### src/core/slwd_pkg.sv
// package: register map, field layout and timing constants of the link watchdog block
`default_nettype none
package slwd_pkg;
  // register indices; byte address is four times the index
  localparam logic [9:0] IDX_VCO    = 10'h10b;
  localparam logic [9:0] IDX_SYNC   = 10'h120;
  localparam logic [9:0] IDX_TEST   = 10'h121;
  localparam logic [9:0] IDX_WDCFG  = 10'h124;
  localparam logic [9:0] IDX_CTRL   = 10'h130;
  localparam logic [9:0] IDX_STATUS = 10'h131;
  localparam logic [9:0] IDX_COUNT  = 10'h132;

  // reset values
  localparam logic [7:0] RST_VCO   = 8'h00;
  localparam logic [7:0] RST_SYNC  = 8'h01;
  localparam logic [7:0] RST_TEST  = 8'h00;
  localparam logic [7:0] RST_WDCFG = 8'h00;
  localparam logic [7:0] RST_CTRL  = 8'h00;

  // field positions
  localparam int VCO_LOW_BIT    = 0;
  localparam int SYNC_REQ_BIT   = 0;
  localparam int TEST_LSB       = 0;
  localparam int TEST_W         = 5;
  localparam int WD_PLL_BIT     = 7;
  localparam int WD_RATE_LSB    = 4;
  localparam int WD_THR_LSB     = 0;
  localparam int CTRL_EN_BIT    = 0;
  localparam int CTRL_ENC_BIT   = 1;
  localparam int ST_LINK_UP_BIT = 0;
  localparam int ST_SYNC_BIT    = 1;
  localparam int ST_CRC_BIT     = 2;
  localparam int ST_EXP_BIT     = 3;

  // watchdog arithmetic
  localparam int          WD_W       = 33;
  localparam logic [32:0] WD_UP_STEP = 33'h000000080;
  localparam logic [32:0] WD_THR_1   = 33'h000020000;
  localparam logic [32:0] WD_THR_2   = 33'h000080000;
  localparam logic [32:0] WD_THR_3   = 33'h100000000;
  localparam logic [32:0] WD_THR_4   = 33'h000800000;
  localparam logic [32:0] WD_DEC_0   = 33'h000000001;
  localparam logic [32:0] WD_DEC_1   = 33'h000000002;
  localparam logic [32:0] WD_DEC_2   = 33'h000000008;
  localparam logic [32:0] WD_DEC_3   = 33'h000000010;

  // receive test modes
  typedef enum logic [4:0] {
    SLWD_TEST_NORMAL = 5'h00,
    SLWD_TEST_PRBS7  = 5'h01,
    SLWD_TEST_PRBS9  = 5'h02,
    SLWD_TEST_PRBS15 = 5'h03,
    SLWD_TEST_PRBS31 = 5'h04
  } slwd_test_t;
endpackage
`default_nettype wire

### src/core/slwd_top.sv
// top: wishbone register file, sync request, test select and link watchdog
`timescale 1ns/1ps
`default_nettype none

module slwd_top (
  input  wire logic                   CLK_SYS,
  input  wire logic                   RST,
  input  wire logic                   CYC_I,
  input  wire logic                   STB_I,
  input  wire logic                   WE_I,
  input  wire logic [11:2]            ADR_I,
  input  wire logic [3:0]             SEL_I,
  input  wire logic [31:0]            DAT_I,
  output logic      [31:0]            DAT_O,
  output logic                        ACK_O,
  input  wire logic                   EB_RELEASED,
  input  wire logic                   CRC_FAULT,
  input  wire logic                   LINK_SYNC_N,
  output logic                        SYNC_N,
  output logic                        VCO_LOW_RANGE,
  output slwd_pkg::slwd_test_t        TEST_MODE,
  output logic                        LINK_ENABLE,
  output logic                        LINK_ENCODING,
  output logic                        SERDES_RX_RESET,
  output logic                        SERDES_PLL_RESET
);
  import slwd_pkg::*;

  // ---------------------------------------------------------------
  // register storage
  // ---------------------------------------------------------------
  logic [7:0]      vco_reg;
  logic [7:0]      sync_reg;
  logic [7:0]      test_reg;
  logic [7:0]      wdcfg_reg;
  logic [7:0]      ctrl_reg;
  logic            expired;
  logic [WD_W-1:0] wd_count;

  // ---------------------------------------------------------------
  // wishbone decode
  // ---------------------------------------------------------------
  wire req      = CYC_I & STB_I & ~ACK_O;
  wire wr_lane0 = req & WE_I & SEL_I[0];
  wire hit_vco  = (ADR_I == IDX_VCO);
  wire hit_sync = (ADR_I == IDX_SYNC);
  wire hit_test = (ADR_I == IDX_TEST);
  wire hit_wd   = (ADR_I == IDX_WDCFG);
  wire hit_ctrl = (ADR_I == IDX_CTRL);
  wire hit_st   = (ADR_I == IDX_STATUS);
  wire hit_cnt  = (ADR_I == IDX_COUNT);

  wire wr_vco  = wr_lane0 & hit_vco;
  wire wr_sync = wr_lane0 & hit_sync;
  wire wr_test = wr_lane0 & hit_test;
  wire wr_wd   = wr_lane0 & hit_wd;
  wire wr_ctrl = wr_lane0 & hit_ctrl;
  wire clr_exp = wr_lane0 & hit_st & DAT_I[ST_EXP_BIT];

  // status: link state, sync line, crc fault, sticky expiry flag
  wire [7:0] status_word = {4'h0, expired, CRC_FAULT, ~SYNC_N, EB_RELEASED};

  // unmapped indices read as zero and still acknowledge
  wire [31:0] next_dat =
      hit_vco   ? {24'h000000, vco_reg}   :
      hit_sync  ? {24'h000000, sync_reg}  :
      hit_test  ? {24'h000000, test_reg}  :
      hit_wd    ? {24'h000000, wdcfg_reg} :
      hit_ctrl  ? {24'h000000, ctrl_reg}  :
      hit_st    ? {24'h000000, status_word} :
      hit_cnt   ? wd_count[31:0]          :
                  32'h00000000;

  always_ff @(posedge CLK_SYS or posedge RST) begin
    if (RST) begin
      ACK_O <= 1'b0;
      DAT_O <= 32'h00000000;
    end else begin
      ACK_O <= req;
      DAT_O <= req ? next_dat : 32'h00000000;
    end
  end

  // ---------------------------------------------------------------
  // software registers
  // ---------------------------------------------------------------
  // reconfiguring while the link is enabled is left to software;
  // the hardware accepts the write at any time
  always_ff @(posedge CLK_SYS or posedge RST) begin
    if (RST) begin
      vco_reg   <= RST_VCO;
      sync_reg  <= RST_SYNC;
      test_reg  <= RST_TEST;
      wdcfg_reg <= RST_WDCFG;
      ctrl_reg  <= RST_CTRL;
    end else begin
      if (wr_vco)  vco_reg   <= DAT_I[7:0];
      if (wr_sync) sync_reg  <= DAT_I[7:0];
      if (wr_test) test_reg  <= DAT_I[7:0];
      if (wr_wd)   wdcfg_reg <= DAT_I[7:0];
      if (wr_ctrl) ctrl_reg  <= DAT_I[7:0];
    end
  end

  // ---------------------------------------------------------------
  // configuration outputs
  // ---------------------------------------------------------------
  wire [TEST_W-1:0] test_code = test_reg[TEST_LSB +: TEST_W];
  // reserved test codes fall back to normal reception
  wire test_valid = (test_code <= SLWD_TEST_PRBS31);
  wire slwd_test_t next_test = test_valid ? slwd_test_t'(test_code) : SLWD_TEST_NORMAL;

  // manual request and the link's own sync line are combined; either one pulls SYNC_N low
  wire next_sync_n = sync_reg[SYNC_REQ_BIT] & LINK_SYNC_N;

  always_ff @(posedge CLK_SYS or posedge RST) begin
    if (RST) begin
      SYNC_N        <= 1'b1;
      VCO_LOW_RANGE <= 1'b0;
      TEST_MODE     <= SLWD_TEST_NORMAL;
      LINK_ENABLE   <= 1'b0;
      LINK_ENCODING <= 1'b0;
    end else begin
      SYNC_N        <= next_sync_n;
      VCO_LOW_RANGE <= vco_reg[VCO_LOW_BIT];
      TEST_MODE     <= next_test;
      LINK_ENABLE   <= ctrl_reg[CTRL_EN_BIT];
      LINK_ENCODING <= ctrl_reg[CTRL_ENC_BIT];
    end
  end

  // ---------------------------------------------------------------
  // watchdog
  // ---------------------------------------------------------------
  wire [1:0] rate_code = wdcfg_reg[WD_RATE_LSB +: 2];
  wire [2:0] thr_code  = wdcfg_reg[WD_THR_LSB +: 3];
  wire       pll_opt   = wdcfg_reg[WD_PLL_BIT];

  // link counts as up while the elastic buffer is released and no crc fault is flagged
  wire link_good = EB_RELEASED & ~CRC_FAULT;

  logic [WD_W-1:0] wd_dec;
  logic [WD_W-1:0] wd_thr;
  logic            wd_on;

  always_comb begin
    unique case (rate_code)
      2'd0: wd_dec = WD_DEC_0;
      2'd1: wd_dec = WD_DEC_1;
      2'd2: wd_dec = WD_DEC_2;
      2'd3: wd_dec = WD_DEC_3;
    endcase
  end

  // code zero and the reserved codes keep the watchdog idle
  always_comb begin
    wd_on  = 1'b1;
    wd_thr = WD_THR_1;
    case (thr_code)
      3'd1: wd_thr = WD_THR_1;
      3'd2: wd_thr = WD_THR_2;
      3'd3: wd_thr = WD_THR_3;
      3'd4: wd_thr = WD_THR_4;
      default: wd_on = 1'b0;
    endcase
  end

  // the counter is sampled every cycle, so short up periods are seen
  // as well; a coarser sampler would also be acceptable
  wire             wd_run  = wd_on & LINK_ENABLE;
  wire             wd_sat  = (wd_count < wd_dec);
  wire [WD_W-1:0]  wd_down = wd_sat ? '0 : wd_count - wd_dec;
  wire [WD_W-1:0]  wd_up   = wd_count + WD_UP_STEP;
  wire [WD_W-1:0]  wd_step = link_good ? wd_down : wd_up;
  wire             wd_hit  = wd_run & (wd_count >= wd_thr);

  wire [WD_W-1:0] next_count = !wd_run ? '0 :
                               wd_hit  ? '0 : wd_step;

  always_ff @(posedge CLK_SYS or posedge RST) begin
    if (RST) begin
      wd_count         <= '0;
      SERDES_RX_RESET  <= 1'b0;
      SERDES_PLL_RESET <= 1'b0;
    end else begin
      wd_count         <= next_count;
      SERDES_RX_RESET  <= wd_hit;
      SERDES_PLL_RESET <= wd_hit & pll_opt;
    end
  end

  // sticky expiry flag: a new expiry wins over a clear in the same cycle
  always_ff @(posedge CLK_SYS or posedge RST) begin
    if (RST) begin
      expired <= 1'b0;
    end else begin
      expired <= wd_hit | (expired & ~clr_exp);
    end
  end

endmodule

`default_nettype wire

### config.mk
export PLATFORM = sky130hd
export DESIGN_NAME = slwd_top
export DESIGN_NICKNAME = d
export VERILOG_FILES = /design/src/core/slwd_pkg.sv /design/src/core/slwd_top.sv
export SDC_FILE = /design/constraint.sdc
export NUM_CORES = 1
export LEC_CHECK = 0
export ABC_CLOCK_PERIOD_IN_PS = 11700
export BUFFER_PORTS_ARGS = -buffer_cell sky130_fd_sc_hd__buf_2
export CORE_UTILIZATION = 45
export DETAILED_ROUTE_END_ITERATION = 8
export PLACE_DENSITY = 0.66
export SLEW_MARGIN = 0
export SYNTH_ARGS = -nofsm -noshare
export SYNTH_HDL_FRONTEND = slang
export SYNTH_SLANG_ARGS = --single-unit
### constraint.sdc
create_clock -name CLK_SYS -period 11.7 [get_ports CLK_SYS]
set_input_delay 1.755 -clock CLK_SYS [delete_from_list [all_inputs] [get_ports CLK_SYS]]
set_output_delay 1.755 -clock CLK_SYS [all_outputs]
set_load 0.01 [all_outputs]
==> metrics, run 1 <==
Biggest register wd_count; first-pass GRT wire length 26200 um; Seq/Total Area, Yosys 48.2%; commonest cells after routing, fill and taps aside dfrtp_1 (116), buf_2 (70), nor2_1 (50); final setup violation count 0; Finished Layout Cells 850; worst rel slew slack 19.9%; max incr delay on CP 830 ps; Switching Power about 0.22 mW; H-tree lvl count 4; placed cells 818; dpl cell area around 6600 um2; largest registers wd_count: 33 flops, DAT_O: 32 flops; most common cell after layout, fill and taps aside dfrtp_1; # clock sinks 118; Detailed Place HPWL 11200 um; initial antenna violation count 0; min Tclk post-route 4110 ps; Primary FF master, synth dfrtp_1; Req. time, crit path 12010 ps; Clk pwr share 55.9%; die width 119 um; Port Buf Inserts 70; clock-pin slew on the worst setup and hold paths 50 ps; Area contributors post-synth dfrtp_1 (47%), mux2_2 (7.9%), and3_1 (3.4%), nor2_1 (3.1%), nand2_1 (2.9%); largest area contributor in the netlist dfrtp_1; WS Path Type in -> reg; Initial Util 46.2%; clk root buf clkbuf_16; slowest cell on the critical path or4_1; Avg Cell Area, Syn between 10 and 15 um2; synthesis-to-layout area growth 17.8%; WL/cell 19.1 um; synthesized area about 6000 um2; Placement Setup Slack 7200 ps; critical-path cell list buf_2 -> nand2_1 -> or2_2 -> inv_1 -> nand3_1 -> or4_1 -> mux2_2; final WL ~16000 um; GR Overflow Total 0; Pre-Repair DR Iteration Count 5; io pins 98; antenna diode count 0; Post-CTS Hold Fix Bufs 0; CTS resizes 0; Final Hold Violating Endpoints 0; Clock Latency Late Sink 430 ps; layout cells sized above 1 24.9%; power share of the combinational group 3.5%; drt drc 0; Final Cell Area 7230 um2; Die H 119 um; max-cap viol count 0; crit path DAT around 4400 ps; Sw Ratio 21.4%; row count 42; setup TNS 0 ps; Max Clk Rate 0.243 GHz; top cell type's share of synthesized area a little under half; Layout Nets 726; clk buf depth 2; Clock Skew 6.62 ps; Vias 5089; Setup crit end kind flop; Post-synth EDFFs 0; Final Wtd Congestion 0.893; Synth Warn # 0; Via density between 5 and 6; Routed Antenna Nets 0; worst-path fanout max 33; slew of the pin with the lowest slew margin around 1200 ps; P per Cell Area 139 nW/um2; final total power 1.01 mW; RSZ-0062 raised after global routing no; final worst-path cycle share 35.1%; Post CTS Setup Buffer Count 0; FF+latch count, synth 118; largest net degree at the start of global routing between 70 and 80; core area 13300 um2; Unique masters post-synth 68; status complete, no violations; Overall Global Routing Usage 24.3%; share of power burned in registers 40.6%; Die Area 14100 um2; Final Max Slew Viols 0; Int Power approximately 0.8 mW; post-route setup slack 7590 ps; CTS buffer count 17; maximum vdd drop 0.0888 mV; Post-Route Hold Slack a little over 400 ps; CTS tree yes; DR iter-0 viols 402; post-layout util 54.4%; vias in the first global route 4849; Mapped Cells 602; leakage 3.49 nW; hold crit path type reg -> reg; Largest register FFs 33; ys async rst share 100%; startpoint types input port
[cell type report]
cell class | instances | area, um2
Multi-Input combinational cell | 439 | 2990
Inverter | 12 | 47.5
Clock inverter | 11 | 171
Tap cell | 176 | 220
Timing Repair Buffer | 73 | 373
Fill cell | 1190 | 6060
Clock buffer | 21 | 470
Sequential cell | 118 | 2960
[layer usage]
layer / global-route usage [%] / wire length (um) / vias to the layer above
li1: - / - / 2358
met3: 5.07 / 965 / 33
met1: 32.5 / 7130 / 2516
met2: 38.3 / 7750 / 182
met5: 0 / 0 / -
met4: 10.1 / 387 / 0
[worst max-delay path: cells and delay by family]
kind	cells	cell delay, ps
muxes	1	370
and+or+nand+nor	4	1500
buffers and inverters	2	780
[cells in the mapped netlist, types with 10 or more instances]
master / count
a21oi_1: 19
clkbuf_1: 28
nor2_1: 50
ha_1: 10
a22oi_1: 14
nor4_1: 15
nor3_1: 12
nand2_1: 48
mux2_2: 43
nand3_1: 15
dfrtp_1: 116
or3_1: 12
o21ai_0: 14
inv_1: 12
and3_1: 33
[power by group through the flow]
| stage | sequential (mW) | combinational, mW | clock (mW) |
|---|---|---|---|
| final | 0.410 | 0.0350 | 0.564 |
| after CTS | 0.410 | 0.0355 | 0.571 |
| after global placement | 0.417 | 0.0348 | 0 |
| after global routing | 0.410 | 0.0394 | 0.589 |
| after detailed placement | 0.417 | 0.0353 | 0 |
| after floorplan | 0.417 | 0.0196 | 0 |
[kinds of logic (layout without fill, tap and decap cells)]
kind of cell / count (synthesis) / in the layout / synth area share, %
DFF: 118 / 118 / 48.2
adders and majority gates: 11 / 11 / 2.37
other: 1 / 2 / 0.0611
muxes: 45 / 45 / 8.22
and+or+nand+nor: 253 / 253 / 22.2
xor gates and xnor gates: 13 / 13 / 1.86
buffers and inverters: 46 / 117 / 3.12
AOI/OAI and AO/OA: 115 / 115 / 14.0
[path summary, 6_finish.rpt]
path | end | depth (start not counted) | from | slack (ps)
setup reg to reg | wd_count[28] | 8 | wdcfg_reg[5] | 8540
max in group asynchronous | ctrl_reg[4] | 3 | RST | 9000
hold reg to reg | LINK_ENABLE | 0 | ctrl_reg[0] | 410
setup / recovery | vco_reg[5] | 7 | STB_I | 7590
min in group asynchronous | wd_count[5] | 2 | RST | 1390
hold / removal | LINK_ENABLE | 0 | ctrl_reg[0] | 410
Note: power is estimated with default switching activity, not from simulation.
==> run 2, diff against run 1 <==
- ABC_CLOCK_PERIOD_IN_PS: 11700 -> 3800
- clock period: 11.7 -> 3.8 ns (I/O delays scaled with it)
==> run 2 against run 1 <==
Net effect: die area is the same; clock-buffer cell count is 2 higher; global-route usage up 0.96 points; via count is 0.53% lower; combinational power grew to 3.2 times the previous value; critical endpoint is now wd_count[26].
==> metrics, run 2 (synthesis results as in run 1) <==
status complete, no violations; slew of the pin with the lowest slew margin 919 ps (-273 ps); startpoint types flop; most common cell after layout, fill and taps aside dfrtp_1; post-layout util 55.0% (+0.57 points); Vias 5062 (-0.53%); Detailed Place HPWL 11600 um (+2.8%); Die Area 14100 um2 (unchanged); antenna diode count 0 (unchanged); max incr delay on CP 710 ps (-120 ps); worst-path fanout max 11 (-67%); critical-path cell list nand2_1 -> ha_1 -> a211oi_1 -> buf_4 -> and2_0 -> and4_1 -> nor2_1 -> a221oi_1 -> a311oi_2; Final Max Slew Viols 0 (unchanged); clk root buf clkbuf_16; hold crit path type in -> async; placed cells 825 (+0.86%); # clock sinks 118 (unchanged); DR iter-0 viols 371 (-7.7%); H-tree lvl count 4 (unchanged); Largest register FFs 33 (unchanged); core area 13300 um2 (unchanged); largest net degree at the start of global routing 57 (-21%); CTS resizes 0 (unchanged); Final Wtd Congestion 0.897 (+0.39%); layout cells sized above 1 25.6% (+0.66 points); GR Overflow Total 0 (unchanged); final worst-path cycle share a little over 80%; Via density 5.91 (-1.2%); WL/cell 19.1 um (+0.11%); clk buf depth 2 (unchanged); RSZ-0062 raised after global routing no; Clock Latency Late Sink 430 ps (about the same); Filler Cell Count 1154 (-3.0%); Post-CTS Hold Fix Bufs 0 (unchanged); io pins 98 (unchanged); final total power 3.19 mW (+220%); die width 119 um (unchanged); WS Path Type reg -> reg; synthesis-to-layout area growth 19.1%; CTS buffer count 17 (unchanged); crit path DAT 3480 ps (-940 ps); Die H 119 um (unchanged); first-pass GRT wire length 27000 um (+3.0%); commonest cells after routing, fill and taps aside dfrtp_1 (116), buf_2 (70), nor2_1 (50); Overall Global Routing Usage 25.3% (+0.96 points); drt drc 0 (unchanged); Layout Nets 733 (+0.96%); min Tclk post-route 3150 ps; clock-pin slew on the worst setup and hold paths 50 ps (about the same); maximum vdd drop 0.247 mV (+180%); worst rel slew slack 38.5% (+19 points); initial antenna violation count 0 (unchanged); final WL 16400 um (+0.82%); Routed Antenna Nets 0 (unchanged); slowest cell on the critical path nor2_1; Max Clk Rate 0.318 GHz; Final Hold Violating Endpoints 0 (unchanged); Post CTS Setup Buffer Count 0 (unchanged); Finished Layout Cells 856 (+0.71%); vias in the first global route 5133 (+5.9%); Pre-Repair DR Iteration Count 5 (unchanged); row count 42 (unchanged); max-cap viol count 0 (unchanged); Biggest register wd_count; CTS tree yes; Port Buf Inserts 70 (unchanged); largest registers wd_count: 33 flops, DAT_O: 32 flops; final setup violation count 0 (unchanged); setup TNS 0 ps (unchanged); Clock Skew 8.57 ps (+1.94 ps); Initial Util 46.2% (unchanged); leakage 3.56 nW (+1.8%); Setup crit end kind flop; Req. time, crit path 4130 ps (-7880 ps); P per Cell Area 437 nW/um2 (+210%)
[run 2: report_power, final]
part           switching (mW)  internal [mW]
Sequential            0.00120           1.26
Combinational          0.0780         0.0331
Clock                   0.575           1.24
[run 2: metrics by stage]
step	hold WS (ps)	area, um2	setup WS [ps]
3_5_place_dp	384	6640	687
2_1_floorplan	364	6140	104
4_1_cts	271	7310	680
6_report	236	7310	653
3_3_place_gp	381	6640	774
5_1_grt	302	7310	513
[run 2: layout make-up]
class	instances	area, um2	share of cell area (%)
Multi-Input combinational cell	439	2990	41.0
Sequential cell	118	2960	40.4
Inverter	12	47.5	0.651
Tap cell	176	220	3.01
Clock inverter	8	168	2.29
Clock buffer	23	498	6.82
Timing Repair Buffer	80	425	5.82
[run 2: path summary, 6_finish.rpt]
kind                               from       endpoint  slack [ps]  cells past startpoint
setup / recovery           wdcfg_reg[5]   wd_count[26]         650                      9
hold / removal                      RST       DAT_O[9]         240                      2
setup reg to reg           wdcfg_reg[5]   wd_count[26]         650                      9
hold reg to reg              vco_reg[0]  VCO_LOW_RANGE         400                      0
max in group asynchronous           RST   wd_count[30]        2660                      3
min in group CLK_SYS        LINK_SYNC_N         SYNC_N         350                      2
[run 2: per-layer routing]
| metal | wire (um) | track usage (%) | vias up |
|---|---|---|---|
| met5 | 0 | 0 | - |
| met4 | 511 | 12.7 | 0 |
| met3 | 962 | 6.13 | 44 |
| met2 | 7680 | 39.9 | 169 |
| met1 | 7200 | 32.3 | 2479 |
| li1 | - | - | 2370 |
[run 2: worst max-delay path: cells and delay by family (launching register included)]
family / cells / cell delay, ps
DFF: 1 / 420
adders and majority gates: 1 / 420
AOI/OAI and AO/OA: 3 / 670
and+or+nand+nor: 4 / 1360
buffers and inverters: 1 / 160
==> run 3, diff against run 2 <==
- ABC_CLOCK_PERIOD_IN_PS: 3800 -> 3000
- clock period: 3.8 -> 3 ns (I/O delays scaled with it)
==> run 3 against run 2 <==
Net effect: non-clock buffer count increased by 27; sequential cell count unchanged; sequential share of layout area decreased by 0.73 points; die area unchanged; sequential power increased by 27%; power increased by 16%; global-route usage decreased by 0.57 points; setup slack got worse by 430 ps; clock-buffer cell count decreased by 5; critical path type unchanged.
==> metrics, run 3 (synthesis results as in run 1) <==
worst r2r src wd_count[29]; Layout Nets 760 (+3.7%); core area 13300 um2 (unchanged); Post-CTS Hold Fix Bufs 0 (unchanged); commonest cells after routing, fill and taps aside dfrtp_1 (116), buf_2 (70), nor2_1 (50); Setup crit end kind flop; Via density 5.89 (-0.34%); Detailed Place HPWL 11900 um (+3.2%); Req. time, crit path 3330 ps (-800 ps); GR Util met1 32.1% (-0.13 points); Clock Skew 8.45 ps (-0.116 ps); GR Overflow Total 0 (unchanged); hold crit path type in -> async; initial antenna violation count 0 (unchanged); vias in the first global route 5120 (-0.25%); max-cap viol count 0 (unchanged); reg2reg end wd_count[30]; # clock sinks 118 (unchanged); Initial Util 46.2% (unchanged); io pins 98 (unchanged); WL/cell 18.4 um (-3.9%); worst rel slew slack 48.6% (+10 points); CTS resizes 0 (unchanged); Largest register FFs 33 (unchanged); leakage 3.64 nW (+2.3%); clk root buf clkbuf_16; synthesis-to-layout area growth 21.3%; worst-path fanout max 8 (-3); clock-pin slew on the worst setup and hold paths 50 ps (about the same); CTS tree yes; final worst-path cycle share 92.6% (+9.8 points); Post-Route Hold Slack 113 ps (-123 ps); worst setup path start wd_count[29]; min Tclk post-route 2780 ps (-369 ps); crit path DAT 3110 ps (-370 ps); largest net degree at the start of global routing 47 (-18%); Final Wtd Congestion 0.915 (+2.0%); slew of the pin with the lowest slew margin 768 ps (-151 ps); Final Max Slew Viols 0 (unchanged); Max Clk Rate 0.360 GHz (+13%); Int Power 2.80 mW (+10%); Biggest register wd_count; Overall Global Routing Usage 24.7% (-0.57 points); final WL 16200 um (-0.78%); Switching Power 0.898 mW (+37%); first-pass GRT wire length 26600 um (-1.7%); antenna diode count 0 (unchanged); drt drc 0 (unchanged); Final Hold Violating Endpoints 0 (unchanged); H-tree lvl count 4 (unchanged); critical-path cell list or4_4 -> or3_1 -> a2111o_1 -> o22ai_2 -> nand3_1 -> nor2_1; Die Area 14100 um2 (unchanged); largest registers wd_count: 33 flops, DAT_O: 32 flops; setup TNS 0 ps (unchanged); Routed Antenna Nets 0 (unchanged); clk buf depth 2 (unchanged); CTS buffer count 17 (unchanged); CP top delay family simple AND/OR/NAND/NOR gates; Crit. path cell count 6 (-3); Pre-Repair DR Iteration Count 5 (unchanged); final setup violation count 0 (unchanged); RSZ-0062 raised after global routing no; layout cells sized above 1 28.5% (+2.9 points); slowest cell on the critical path or4_4; share of power burned in registers 43.2% (+3.7 points); Die H 119 um (unchanged); GRT busiest layer met2; FF-to-FF setup slack 220 ps (-430 ps); Setup crit end wd_count[30]; Sw Ratio 24.3% (+3.8 points); DR iter-0 viols 295 (-20%); row count 42 (unchanged); P per Cell Area 497 nW/um2 (+14%); Clk pwr share 52.9% (-4.1 points); Vias 5210 (+2.9%); most common cell after layout, fill and taps aside dfrtp_1; Post CTS Setup Buffer Count 0 (unchanged); max incr delay on CP 570 ps (-140 ps); maximum vdd drop 0.360 mV (+46%); WS Path Type reg -> reg; R2R depth 6 (-3); power share of the combinational group 3.9% (+0.4 points); met2 usage 39.7% (-0.22 points); Port Buf Inserts 70 (unchanged); met3 usage 5.98% (-0.14 points); die width 119 um (unchanged); Clock Latency Late Sink 420 ps (about the same); crit path buf inv count 0 (-1); status complete, no violations; startpoint types flop
-- run 3: through the flow --
stage | cell area, um2 | util, % | worst slack [ps] | total power [mW] | instances
6_report | 7440 | 56.0 | 223 | 3.70 | 884
5_1_grt | 7440 | 56.0 | 95.6 | 3.83 | 884
4_1_cts | 7440 | 56.0 | 227 | 3.74 | 884
3_5_place_dp | 6870 | 51.7 | 247 | 1.77 | 852
3_3_place_gp | 6870 | 51.7 | 293 | 1.77 | 852
2_1_floorplan | 6140 | - | 441 | 1.70 | 603
-- run 3: worst min-delay path by stage --
stage / from / slack, ps / to
after detailed placement: ctrl_reg[0] / 410 / LINK_ENABLE
after CTS: RST / 130 / TEST_MODE[4]
after global placement: vco_reg[0] / 380 / VCO_LOW_RANGE
final: RST / 110 / TEST_MODE[4]
after global routing: RST / 150 / wd_count[5]
after floorplan: vco_reg[0] / 360 / VCO_LOW_RANGE
-- run 3: power by group through the flow --
stage | clock network (mW) | registers, mW | logic (mW)
final | 1.96 | 1.60 | 0.146
after global routing | 2.07 | 1.60 | 0.164
after CTS | 1.99 | 1.60 | 0.148
after detailed placement | 0 | 1.63 | 0.147
after global placement | 0 | 1.63 | 0.144
after floorplan | 0 | 1.63 | 0.0769
-- run 3: final cells by class --
| type | count | area [um2] |
|---|---|---|
| fillers | 1154 | 5850 |
| multi-input cells | 439 | 2990 |
| flip-flops and latches | 118 | 2960 |
| repair buffers | 107 | 653 |
| clock buffers | 18 | 429 |
| well taps | 176 | 220 |
| clock inverters | 14 | 141 |
| inverters | 12 | 48.8 |
-- run 3: metal layers --
| metal | part of all wire [%] | wire length [um] | vias to the layer above |
|---|---|---|---|
| met4 | 2.5 | 404 | 0 |
| met3 | 5.3 | 856 | 31 |
| met5 | 0 | 0 | - |
| li1 | - | - | 2422 |
| met2 | 48 | 7860 | 178 |
| met1 | 44 | 7110 | 2579 |
